--- config.mk ---
export PLATFORM = sky130hd
export DESIGN_NAME = ubd_dma
export DESIGN_NICKNAME = d
export VERILOG_FILES = /design/src/ubd_pkg.sv /design/src/ubd_dma.sv
export VERILOG_INCLUDE_DIRS = /design/src
export SDC_FILE = /design/constraint.sdc
export NUM_CORES = 2
export LEC_CHECK = 0
export ABC_AREA = 1
export ABC_CLOCK_PERIOD_IN_PS = 87800
export BUFFER_PORTS_ARGS = -buffer_cell sky130_fd_sc_hd__buf_2
export CAP_MARGIN = 30
export CELL_PAD_IN_SITES_DETAIL_PLACEMENT = 0
export CELL_PAD_IN_SITES_GLOBAL_PLACEMENT = 1
export CORE_ASPECT_RATIO = 1.75
export CORE_MARGIN = 3
export CORE_UTILIZATION = 49
export CTS_CLUSTER_SIZE = 16
export DETAILED_ROUTE_END_ITERATION = 8
export PLACE_DENSITY = 0.84
export SYNTH_ARGS = -nofsm -noshare
export SYNTH_HDL_FRONTEND = slang
export SYNTH_SLANG_ARGS = --single-unit
export TNS_END_PERCENT = 50
--- constraint.sdc ---
create_clock -name sys_clk_i -period 87.8 [get_ports sys_clk_i]
set_input_delay 13.17 -clock sys_clk_i [delete_from_list [all_inputs] [get_ports sys_clk_i]]
set_output_delay 13.17 -clock sys_clk_i [all_outputs]
set_load 0.02 [all_outputs]
--- src/ubd_consts.svh ---
`ifndef UBD_CONSTS_SVH
`define UBD_CONSTS_SVH
`define UBD_A_CTL 32'h49800040
`define UBD_A_PCNT 32'h49800048
`define UBD_A_TCL 32'h4980004c
`define UBD_A_TCH 32'h49800050
`define UBD_A_DIFC 32'h49800084
`define UBD_A_BASE 32'h49800088
`define UBD_A_CUR 32'h4980008c
`define UBD_A_FCTL 32'h49800100
`define UBD_A_FSTS 32'h49800104
`define UBD_A_ISTAT 32'h49800108
`define UBD_A_IMASK 32'h4980010c
`define UBD_B_MODE 0
`define UBD_B_RXR 1
`define UBD_B_TXR 2
`define UBD_B_ARDIS 5
`define UBD_B_RELOAD 4
`define UBD_B_EN 8
`define UBD_B_TFCLR 4
`define UBD_B_RFCLR 0
`define UBD_B_TFFULL 13
`define UBD_B_TFCNT 8
`define UBD_B_RFFULL 5
`define UBD_B_RFCNT 0
`define UBD_DEPTH 16
`define UBD_PW 4
`define UBD_LW 5
`define UBD_BEAT 32'h4
`define UBD_RST_WORD 32'h0
`define UBD_HT_IDLE 2'h0
`define UBD_HT_NSEQ 2'h2
`define UBD_HT_SEQ 2'h3
`define UBD_HB_SINGLE 3'h0
`define UBD_HB_INCR4 3'h3
`define UBD_HB_INCR8 3'h5
`define UBD_HB_INCR16 3'h7
`define UBD_HSIZE_WORD 3'h2
`endif

--- src/ubd_pkg.sv ---
`default_nettype none
`include "ubd_consts.svh"
package ubd_pkg;
    typedef enum logic [2:0] {UBD_IDLE = 3'b001, UBD_ADDR = 3'b010, UBD_DATA = 3'b100} ubd_fsm_t;
    typedef struct packed {
        logic [31:0] paddr;
        logic psel;
        logic penable;
        logic pwrite;
        logic [31:0] pwdata;
    } ubd_apb_req_t;
    typedef struct packed {
        logic [31:0] haddr;
        logic [1:0] htrans;
        logic [2:0] hburst;
        logic [2:0] hsize;
        logic hwrite;
        logic [31:0] hwdata;
    } ubd_ahb_req_t;
    typedef logic [`UBD_DEPTH-1:0][31:0] ubd_mem_t;
    typedef struct packed {
        ubd_fsm_t fsm;
        ubd_ahb_req_t ahb;
        logic [4:0] alef;
        logic dpend;
        logic mode;
        logic rxr;
        logic txr;
        logic ardis;
        logic reload;
        logic [1:0] burst;
        logic en;
        logic [31:0] tcnt;
        logic [11:0] pcnt;
        logic [31:0] base_addr;
        logic [31:0] cur_addr;
        ubd_mem_t txm;
        ubd_mem_t rxm;
        logic [`UBD_PW-1:0] twp;
        logic [`UBD_PW-1:0] trp;
        logic [`UBD_PW-1:0] rwp;
        logic [`UBD_PW-1:0] rrp;
        logic [`UBD_LW-1:0] txl;
        logic [`UBD_LW-1:0] rxl;
        logic [1:0] ist;
        logic [1:0] imsk;
        logic [31:0] prdata;
    } ubd_state_t;
endpackage
`default_nettype wire

--- src/ubd_dma.sv ---
// Behaviour
// - zero total count ends the operation
// - total count from low and high halves
// - reload select picks address reload moment
// - burst field picks single or INCR4/8/16
// - writable base address, reset zero
// - current address is read only
// - enable and fifo clear bits
// - tx fifo full flag and level
// - rx fifo full flag and level
// - transfers only in dma mode
// - out packet sets rx run automatically
// - auto run disable cleared at end
// - out packet size loads per-operation count when rx run is set
//
// Register access over APB was decided locally.
`default_nettype none
`include "ubd_consts.svh"
module ubd_dma
    import ubd_pkg::*;
(
    input wire logic sys_clk_i,
    input wire logic sys_rst_i,
    input wire ubd_apb_req_t apb_i,
    output logic [31:0] prdata_o,
    output logic pready_o,
    output logic pslverr_o,
    output var ubd_ahb_req_t ahb_o,
    input wire logic [31:0] hrdata_i,
    input wire logic hready_i,
    input wire logic rx_valid_i,
    input wire logic [31:0] rx_data_i,
    output logic rx_ready_o,
    output logic tx_valid_o,
    output logic [31:0] tx_data_o,
    input wire logic tx_ready_i,
    input wire logic out_pkt_i,
    input wire logic [11:0] out_size_i,
    output logic irq_o
);
    ubd_state_t st_reg;
    ubd_state_t st_next;
    logic wr;
    logic dph;
    logic aph;
    logic start;

    function automatic logic ubd_mapped(input logic [31:0] a);
        case (a)
            `UBD_A_CTL, `UBD_A_PCNT, `UBD_A_TCL, `UBD_A_TCH, `UBD_A_DIFC, `UBD_A_BASE,
            `UBD_A_CUR, `UBD_A_FCTL, `UBD_A_FSTS, `UBD_A_ISTAT, `UBD_A_IMASK:
                return 1'b1;
            default:
                return 1'b0;
        endcase
    endfunction

    // saturates so a count that is not a word multiple still ends at zero
    function automatic logic [31:0] ubd_sub(input logic [31:0] v);
        return (v > `UBD_BEAT) ? v - `UBD_BEAT : `UBD_RST_WORD;
    endfunction

    function automatic logic [31:0] ubd_words(input logic [31:0] v);
        return {2'h0, v[31:2]} + {31'h0, |v[1:0]};
    endfunction

    assign wr = apb_i.psel && apb_i.penable && apb_i.pwrite;
    assign dph = st_reg.dpend && hready_i;
    assign aph = st_reg.ahb.htrans[1] && hready_i;

    always_comb
    begin
        logic [4:0] beats;
        logic [2:0] hb;
        logic [4:0] avail;
        logic [31:0] words;
        logic rpush;
        logic rpop;
        logic tpush;
        logic tpop;
        logic [1:0] ev;
        logic [1:0] iclr;
        beats = 5'h1;
        hb = `UBD_HB_SINGLE;
        avail = 5'h0;
        words = 32'h0;
        rpush = rx_valid_i && (st_reg.rxl != `UBD_LW'(`UBD_DEPTH));
        rpop = 1'b0;
        tpush = 1'b0;
        tpop = tx_ready_i && (st_reg.txl != '0);
        ev = 2'h0;
        iclr = 2'h0;
        start = 1'b0;
        st_next = st_reg;
        if (dph)
        begin
            st_next.dpend = 1'b0;
            tpush = !st_reg.ahb.hwrite;
            st_next.cur_addr = st_reg.cur_addr + `UBD_BEAT;
            st_next.tcnt = ubd_sub(st_reg.tcnt);
            st_next.pcnt = 12'(ubd_sub({20'h0, st_reg.pcnt}));
            if (st_next.pcnt == 12'h0)
            begin
                ev[0] = 1'b1;
                st_next.rxr = 1'b0;
                st_next.txr = 1'b0;
                if (st_reg.reload)
                    st_next.cur_addr = st_reg.base_addr;
            end
            if (st_next.tcnt == `UBD_RST_WORD)
            begin
                ev[1] = 1'b1;
                st_next.rxr = 1'b0;
                st_next.txr = 1'b0;
                st_next.ardis = 1'b0;
                if (!st_reg.reload)
                    st_next.cur_addr = st_reg.base_addr;
            end
            if (st_reg.fsm == UBD_DATA)
                st_next.fsm = UBD_IDLE;
        end
        if (aph)
        begin
            st_next.dpend = 1'b1;
            if (st_reg.ahb.hwrite)
            begin
                st_next.ahb.hwdata = st_reg.rxm[st_reg.rrp];
                rpop = 1'b1;
            end
            if (st_reg.alef != 5'h0)
            begin
                st_next.ahb.haddr = st_reg.ahb.haddr + `UBD_BEAT;
                st_next.ahb.htrans = `UBD_HT_SEQ;
                st_next.alef = st_reg.alef - 5'h1;
            end
            else
            begin
                st_next.ahb.htrans = `UBD_HT_IDLE;
                st_next.fsm = UBD_DATA;
            end
        end
        case (st_reg.burst)
            2'h1:
            begin
                beats = 5'h4;
                hb = `UBD_HB_INCR4;
            end
            2'h2:
            begin
                beats = 5'h8;
                hb = `UBD_HB_INCR8;
            end
            2'h3:
            begin
                beats = 5'h10;
                hb = `UBD_HB_INCR16;
            end
            default:
            begin
                beats = 5'h1;
                hb = `UBD_HB_SINGLE;
            end
        endcase
        avail = st_reg.rxr ? st_reg.rxl : `UBD_LW'(`UBD_DEPTH) - st_reg.txl;
        words = ubd_words(st_reg.tcnt);
        if (ubd_words({20'h0, st_reg.pcnt}) < words)
            words = ubd_words({20'h0, st_reg.pcnt});
        // the address phase never runs past what the fifo or counts allow
        if (st_reg.fsm == UBD_IDLE && st_reg.en && st_reg.mode && (st_reg.rxr || st_reg.txr)
            && st_reg.tcnt != `UBD_RST_WORD && st_reg.pcnt != 12'h0 && avail != 5'h0)
        begin
            start = 1'b1;
            if (avail < beats || words < {27'h0, beats})
            begin
                beats = 5'h1;
                hb = `UBD_HB_SINGLE;
            end
            st_next.ahb.haddr = st_reg.cur_addr;
            st_next.ahb.htrans = `UBD_HT_NSEQ;
            st_next.ahb.hburst = hb;
            st_next.ahb.hsize = `UBD_HSIZE_WORD;
            st_next.ahb.hwrite = st_reg.rxr;
            st_next.alef = beats - 5'h1;
            st_next.fsm = UBD_ADDR;
        end
        if (rpush)
        begin
            st_next.rxm[st_reg.rwp] = rx_data_i;
            st_next.rwp = st_reg.rwp + `UBD_PW'(1);
        end
        if (rpop)
            st_next.rrp = st_reg.rrp + `UBD_PW'(1);
        st_next.rxl = st_reg.rxl + {4'h0, rpush} - {4'h0, rpop};
        if (tpush)
        begin
            st_next.txm[st_reg.twp] = hrdata_i;
            st_next.twp = st_reg.twp + `UBD_PW'(1);
        end
        if (tpop)
            st_next.trp = st_reg.trp + `UBD_PW'(1);
        st_next.txl = st_reg.txl + {4'h0, tpush} - {4'h0, tpop};
        if (out_pkt_i && st_reg.mode && !st_reg.ardis)
            st_next.rxr = 1'b1;
        if (out_pkt_i && st_next.rxr)
            st_next.pcnt = out_size_i;
        if (wr)
        begin
            case (apb_i.paddr)
                `UBD_A_CTL:
                begin
                    st_next.mode = apb_i.pwdata[`UBD_B_MODE];
                    st_next.rxr = apb_i.pwdata[`UBD_B_RXR];
                    st_next.txr = apb_i.pwdata[`UBD_B_TXR];
                    st_next.ardis = apb_i.pwdata[`UBD_B_ARDIS];
                end
                `UBD_A_PCNT:
                    st_next.pcnt = apb_i.pwdata[11:0];
                `UBD_A_TCL:
                    st_next.tcnt[15:0] = apb_i.pwdata[15:0];
                `UBD_A_TCH:
                    st_next.tcnt[31:16] = apb_i.pwdata[15:0];
                `UBD_A_DIFC:
                begin
                    st_next.reload = apb_i.pwdata[`UBD_B_RELOAD];
                    st_next.burst = apb_i.pwdata[1:0];
                end
                `UBD_A_BASE:
                begin
                    st_next.base_addr = apb_i.pwdata;
                    if (st_reg.fsm == UBD_IDLE)
                        st_next.cur_addr = apb_i.pwdata;
                end
                `UBD_A_FCTL:
                begin
                    st_next.en = apb_i.pwdata[`UBD_B_EN];
                    // clear bits act once and read back as zero
                    if (apb_i.pwdata[`UBD_B_TFCLR])
                    begin
                        st_next.txl = '0;
                        st_next.twp = '0;
                        st_next.trp = '0;
                    end
                    if (apb_i.pwdata[`UBD_B_RFCLR])
                    begin
                        st_next.rxl = '0;
                        st_next.rwp = '0;
                        st_next.rrp = '0;
                    end
                end
                `UBD_A_ISTAT:
                    iclr = apb_i.pwdata[1:0];
                `UBD_A_IMASK:
                    st_next.imsk = apb_i.pwdata[1:0];
                default:
                    iclr = 2'h0;
            endcase
        end
        // a new event beats a same-cycle clear
        st_next.ist = (st_reg.ist & ~iclr) | ev;
        if (apb_i.psel && !apb_i.penable)
        begin
            case (apb_i.paddr)
                `UBD_A_CTL:
                    st_next.prdata = {26'h0, st_reg.ardis, 2'h0, st_reg.txr, st_reg.rxr,
                        st_reg.mode};
                `UBD_A_PCNT:
                    st_next.prdata = {20'h0, st_reg.pcnt};
                `UBD_A_TCL:
                    st_next.prdata = {16'h0, st_reg.tcnt[15:0]};
                `UBD_A_TCH:
                    st_next.prdata = {16'h0, st_reg.tcnt[31:16]};
                `UBD_A_DIFC:
                    st_next.prdata = {27'h0, st_reg.reload, 2'h0, st_reg.burst};
                `UBD_A_BASE:
                    st_next.prdata = st_reg.base_addr;
                `UBD_A_CUR:
                    st_next.prdata = st_reg.cur_addr;
                `UBD_A_FCTL:
                    st_next.prdata = {23'h0, st_reg.en, 8'h0};
                `UBD_A_FSTS:
                    st_next.prdata = {18'h0, st_reg.txl == `UBD_LW'(`UBD_DEPTH), st_reg.txl,
                        2'h0, st_reg.rxl == `UBD_LW'(`UBD_DEPTH), st_reg.rxl};
                `UBD_A_ISTAT:
                    st_next.prdata = {30'h0, st_reg.ist};
                `UBD_A_IMASK:
                    st_next.prdata = {30'h0, st_reg.imsk};
                default:
                    st_next.prdata = `UBD_RST_WORD;
            endcase
        end
    end

    always_ff @(posedge sys_clk_i or posedge sys_rst_i)
    begin
        if (sys_rst_i)
        begin
            st_reg <= '0;
            st_reg.fsm <= UBD_IDLE;
        end
        else
            st_reg <= st_next;
    end

    assign ahb_o = st_reg.ahb;
    assign prdata_o = st_reg.prdata;
    assign pready_o = 1'b1;
    assign pslverr_o = apb_i.psel && apb_i.penable && !ubd_mapped(apb_i.paddr);
    assign rx_ready_o = st_reg.rxl != `UBD_LW'(`UBD_DEPTH);
    assign tx_valid_o = st_reg.txl != '0;
    assign tx_data_o = st_reg.txm[st_reg.trp];
    assign irq_o = |(st_reg.ist & st_reg.imsk);
endmodule
`default_nettype wire

==> flow_summary.ini <==
[synthesis]
synth-seq-area-share = 0.5023
synth-edff-count = 0
netlist.area_leader.share = 0.5019
synthCells = 7974
synthTopCellsByArea = dfrtp_1, o21ai_0, nand2_1
synth_seq_cells = 1282
async_flop_share = 1.000
synth_area_sq_um = 63880
synthFlopType = dfrtp_1
synth_area_leader_cell = dfrtp_1
synth_cell_types = 62
yosys_warnings = 0
synth.avg_cell_area_sq_um = 8.010

[clocking]
cts_sinks = 1282
clk_pin_slew_worst_paths_ns = 0.06
postCtsSetupBuffers = 0
htree_num_levels = 3
cts_hold_buf = 0
clockBufferDepth = 3
cts_tree = yes
cts_root_buf = clkbuf_16
insertion_delay_ns = 0.77
cts_resized = 0
cts_made_buffers = 120

[final_layout]
nNetsFinal = 7986
fillers = 12350
final_area_sq_um = 69470
syn_to_final_growth_pct = 8.760
final-instance-count-excl-fill = 9559
largest_reg_flops = 1179
drive_above_1_share = 0.08857

[status]
status = finished, final reports clean

[timing]
worstMarginPinSlew_ns = 1.040
setup_tns_ns = 0
relSlewSlack = 0.2996
setup_ws_ns = 59.21
fin_crit_ns = 28.59
holdWs_ns = 0.4739
max_freq_ghz = 0.03498
hold_viol = 0
rsz0062_at_grt = false
setup_viol = 0
fin_skew_ns = 0.02959
post-route-period-util = 0.3256
drv_slew = 0

[grt]
grt.total_usage = 0.3194
grt_pass1_wl_mm = 334.8
overflow = 0
antenna_found_initial = 11
grt_pass1_vias = 55270
grt_max_degree = 187

[drt]
vias = 56760
viasPerCell = 5.937
wl_mm = 217.6
drt-wirelength-per-cell_microns = 22.77
drt_iter0_markers = 5354
drcViolationCount = 0
dr.pass1.iters = 5
postRouteAntennaNets = 0

[place]
place_hpwl_mm = 133.7
dp_slack_ns = 59.20
routabilityCongestion = 0.9972
port-buffer-count = 287
place_area_sq_um = 65240
place_inst = 9324

[worst_setup_path]
critical_path_class = in2out
critPathLaunchType = primary input
setup.worst_path.start = apb_i[48]
critPathMaxFanout = 5
arrival_ns = 15.42
r2r-start = st_reg[1150]
critPathCaptureType = output pin
required_ns = 74.63

[floorplanning]
fp-row-count = 174
dieArea_sq_um = 134900
coreArea_sq_um = 128900
start_util = 0.4956
die_w_microns = 278.9
ios = 291
die_h_microns = 483.6

[power]
power.leakage_nw = 32.51
ir_drop_mv = 0.02090
powerDensity_nw_per_um2 = 31.46

[job]
drv_cap = 0

[worst_hold_path]
min_path_type = reg2reg
hold_start = ahb_o[34]
[cell usage after synthesis, types with 5 or more instances]
cell type / number
nand2_1: 1817
o21ai_0: 1788
dfrtp_1: 1281
nor2_1: 793
clkbuf_1: 541
inv_1: 399
o221ai_1: 202
nand3_1: 192
o22ai_1: 127
buf_4: 106
a21oi_1: 83
xor2_1: 81
nand4_1: 70
nor3_1: 62
ha_1: 55
o211ai_1: 48
nor4_1: 30
buf_1: 28
a31oi_1: 27
o21ai_1: 23
a2bb2oi_1: 19
buf_2: 18
nor2_2: 16
inv_2: 15
o21a_1: 15
a21oi_2: 12
a211oi_1: 10
nand2_2: 10
xnor2_1: 10
buf_6: 9
nor2_4: 9
or2_2: 8
clkinv_1: 6
nand3_2: 6
a41oi_1: 5
o31ai_1: 5
[logic make-up (layout without fill, tap and decap cells)]
logic type	Yosys count	in the layout	synth area share
and+or+nand+nor	3032	3032	0.1916
AOI/OAI and AO/OA	2379	2379	0.2073
DFF	1282	1282	0.5023
buffers and inverters	1126	1032	0.07404
xor gates and xnor gates	91	91	0.01248
adders and majority gates	57	57	0.01140
muxes	5	5	0.0008031
other	2	9	0.0001176
[cell type report]
cell class | count | area (sq um) | area share
repair buffers | 386 | 2417 | 0.03480
clock inverters | 41 | 484.2 | 0.006970
diodes | 6 | 15.01 | 0.0002161
flip-flops and latches | 1282 | 32110 | 0.4622
inverters | 423 | 1615 | 0.02325
well taps | 1672 | 2092 | 0.03011
clock buffers | 182 | 3577 | 0.05149
multi-input cells | 5567 | 27160 | 0.3910
[per-stage QoR]
stage / power (mW) / util
4_1_cts: 2.187 / 0.5377
5_1_grt: 2.338 / 0.5389
3_3_place_gp: 1.615 / 0.5049
6_report: 2.185 / 0.5390
3_5_place_dp: 1.643 / 0.5062
2_1_floorplan: 1.422 / -
[worst paths after layout]
path,to,slack (ns),depth (start not counted)
max in group asynchronous,st_reg[256],71.69,9
hold / removal,ahb_o[34],0.47,1
setup / recovery,pslverr_o,59.21,8
setup reg to reg,st_reg[1206],81.75,29
hold reg to reg,ahb_o[34],0.47,1
min in group asynchronous,st_reg[181],12.56,2
[worst max-delay path: stages]
cell and delay, ns:
buf_2 0.09, nor4_1 0.59, nand4_1 0.39, nor4_1 0.65
inv_1 0.09, nand3_1 0.15, nor4_1 0.10, buf_2 0.17
[power by group]
group          internal, mW  switching (mW)
sequential            0.816           0.146
clock                 0.300           0.242
combinational         0.239           0.442
[layer usage]
layer  part of all wire  track usage  vias to the layer above
li1                   -            -                    26270
met1               0.39       0.3992                    27550
met2               0.48       0.5349                     2388
met3              0.075      0.05278                      554
met4              0.056       0.1626                        2
met5           0.000060            0                        -
[cell usage in the layout, fill, tap and decap left out, drive strengths merged, types with 10 or more instances in the layout]
| master | synthesis | routed |
|---|---|---|
| nor4 | 30 | 30 |
| a211oi | 10 | 10 |
| nor3 | 65 | 65 |
| xnor2 | 10 | 10 |
| o221ai | 202 | 202 |
| xor2 | 81 | 81 |
| dfrtp | 1281 | 1281 |
| o21a | 15 | 15 |
| ha | 55 | 55 |
| clkinv | 9 | 34 |
| nand4 | 70 | 70 |
| o211ai | 48 | 48 |
| nand2 | 1829 | 1829 |
| nor2 | 818 | 818 |
| o21ai | 1811 | 1811 |
| clkbuf | 541 | 182 |
| nand3 | 199 | 199 |
| a31oi | 27 | 27 |
| o22ai | 127 | 127 |
| a21oi | 95 | 95 |
| inv | 414 | 419 |
| buf | 162 | 386 |
| a2bb2oi | 19 | 19 |
Power figures use the tool's default switching activity.
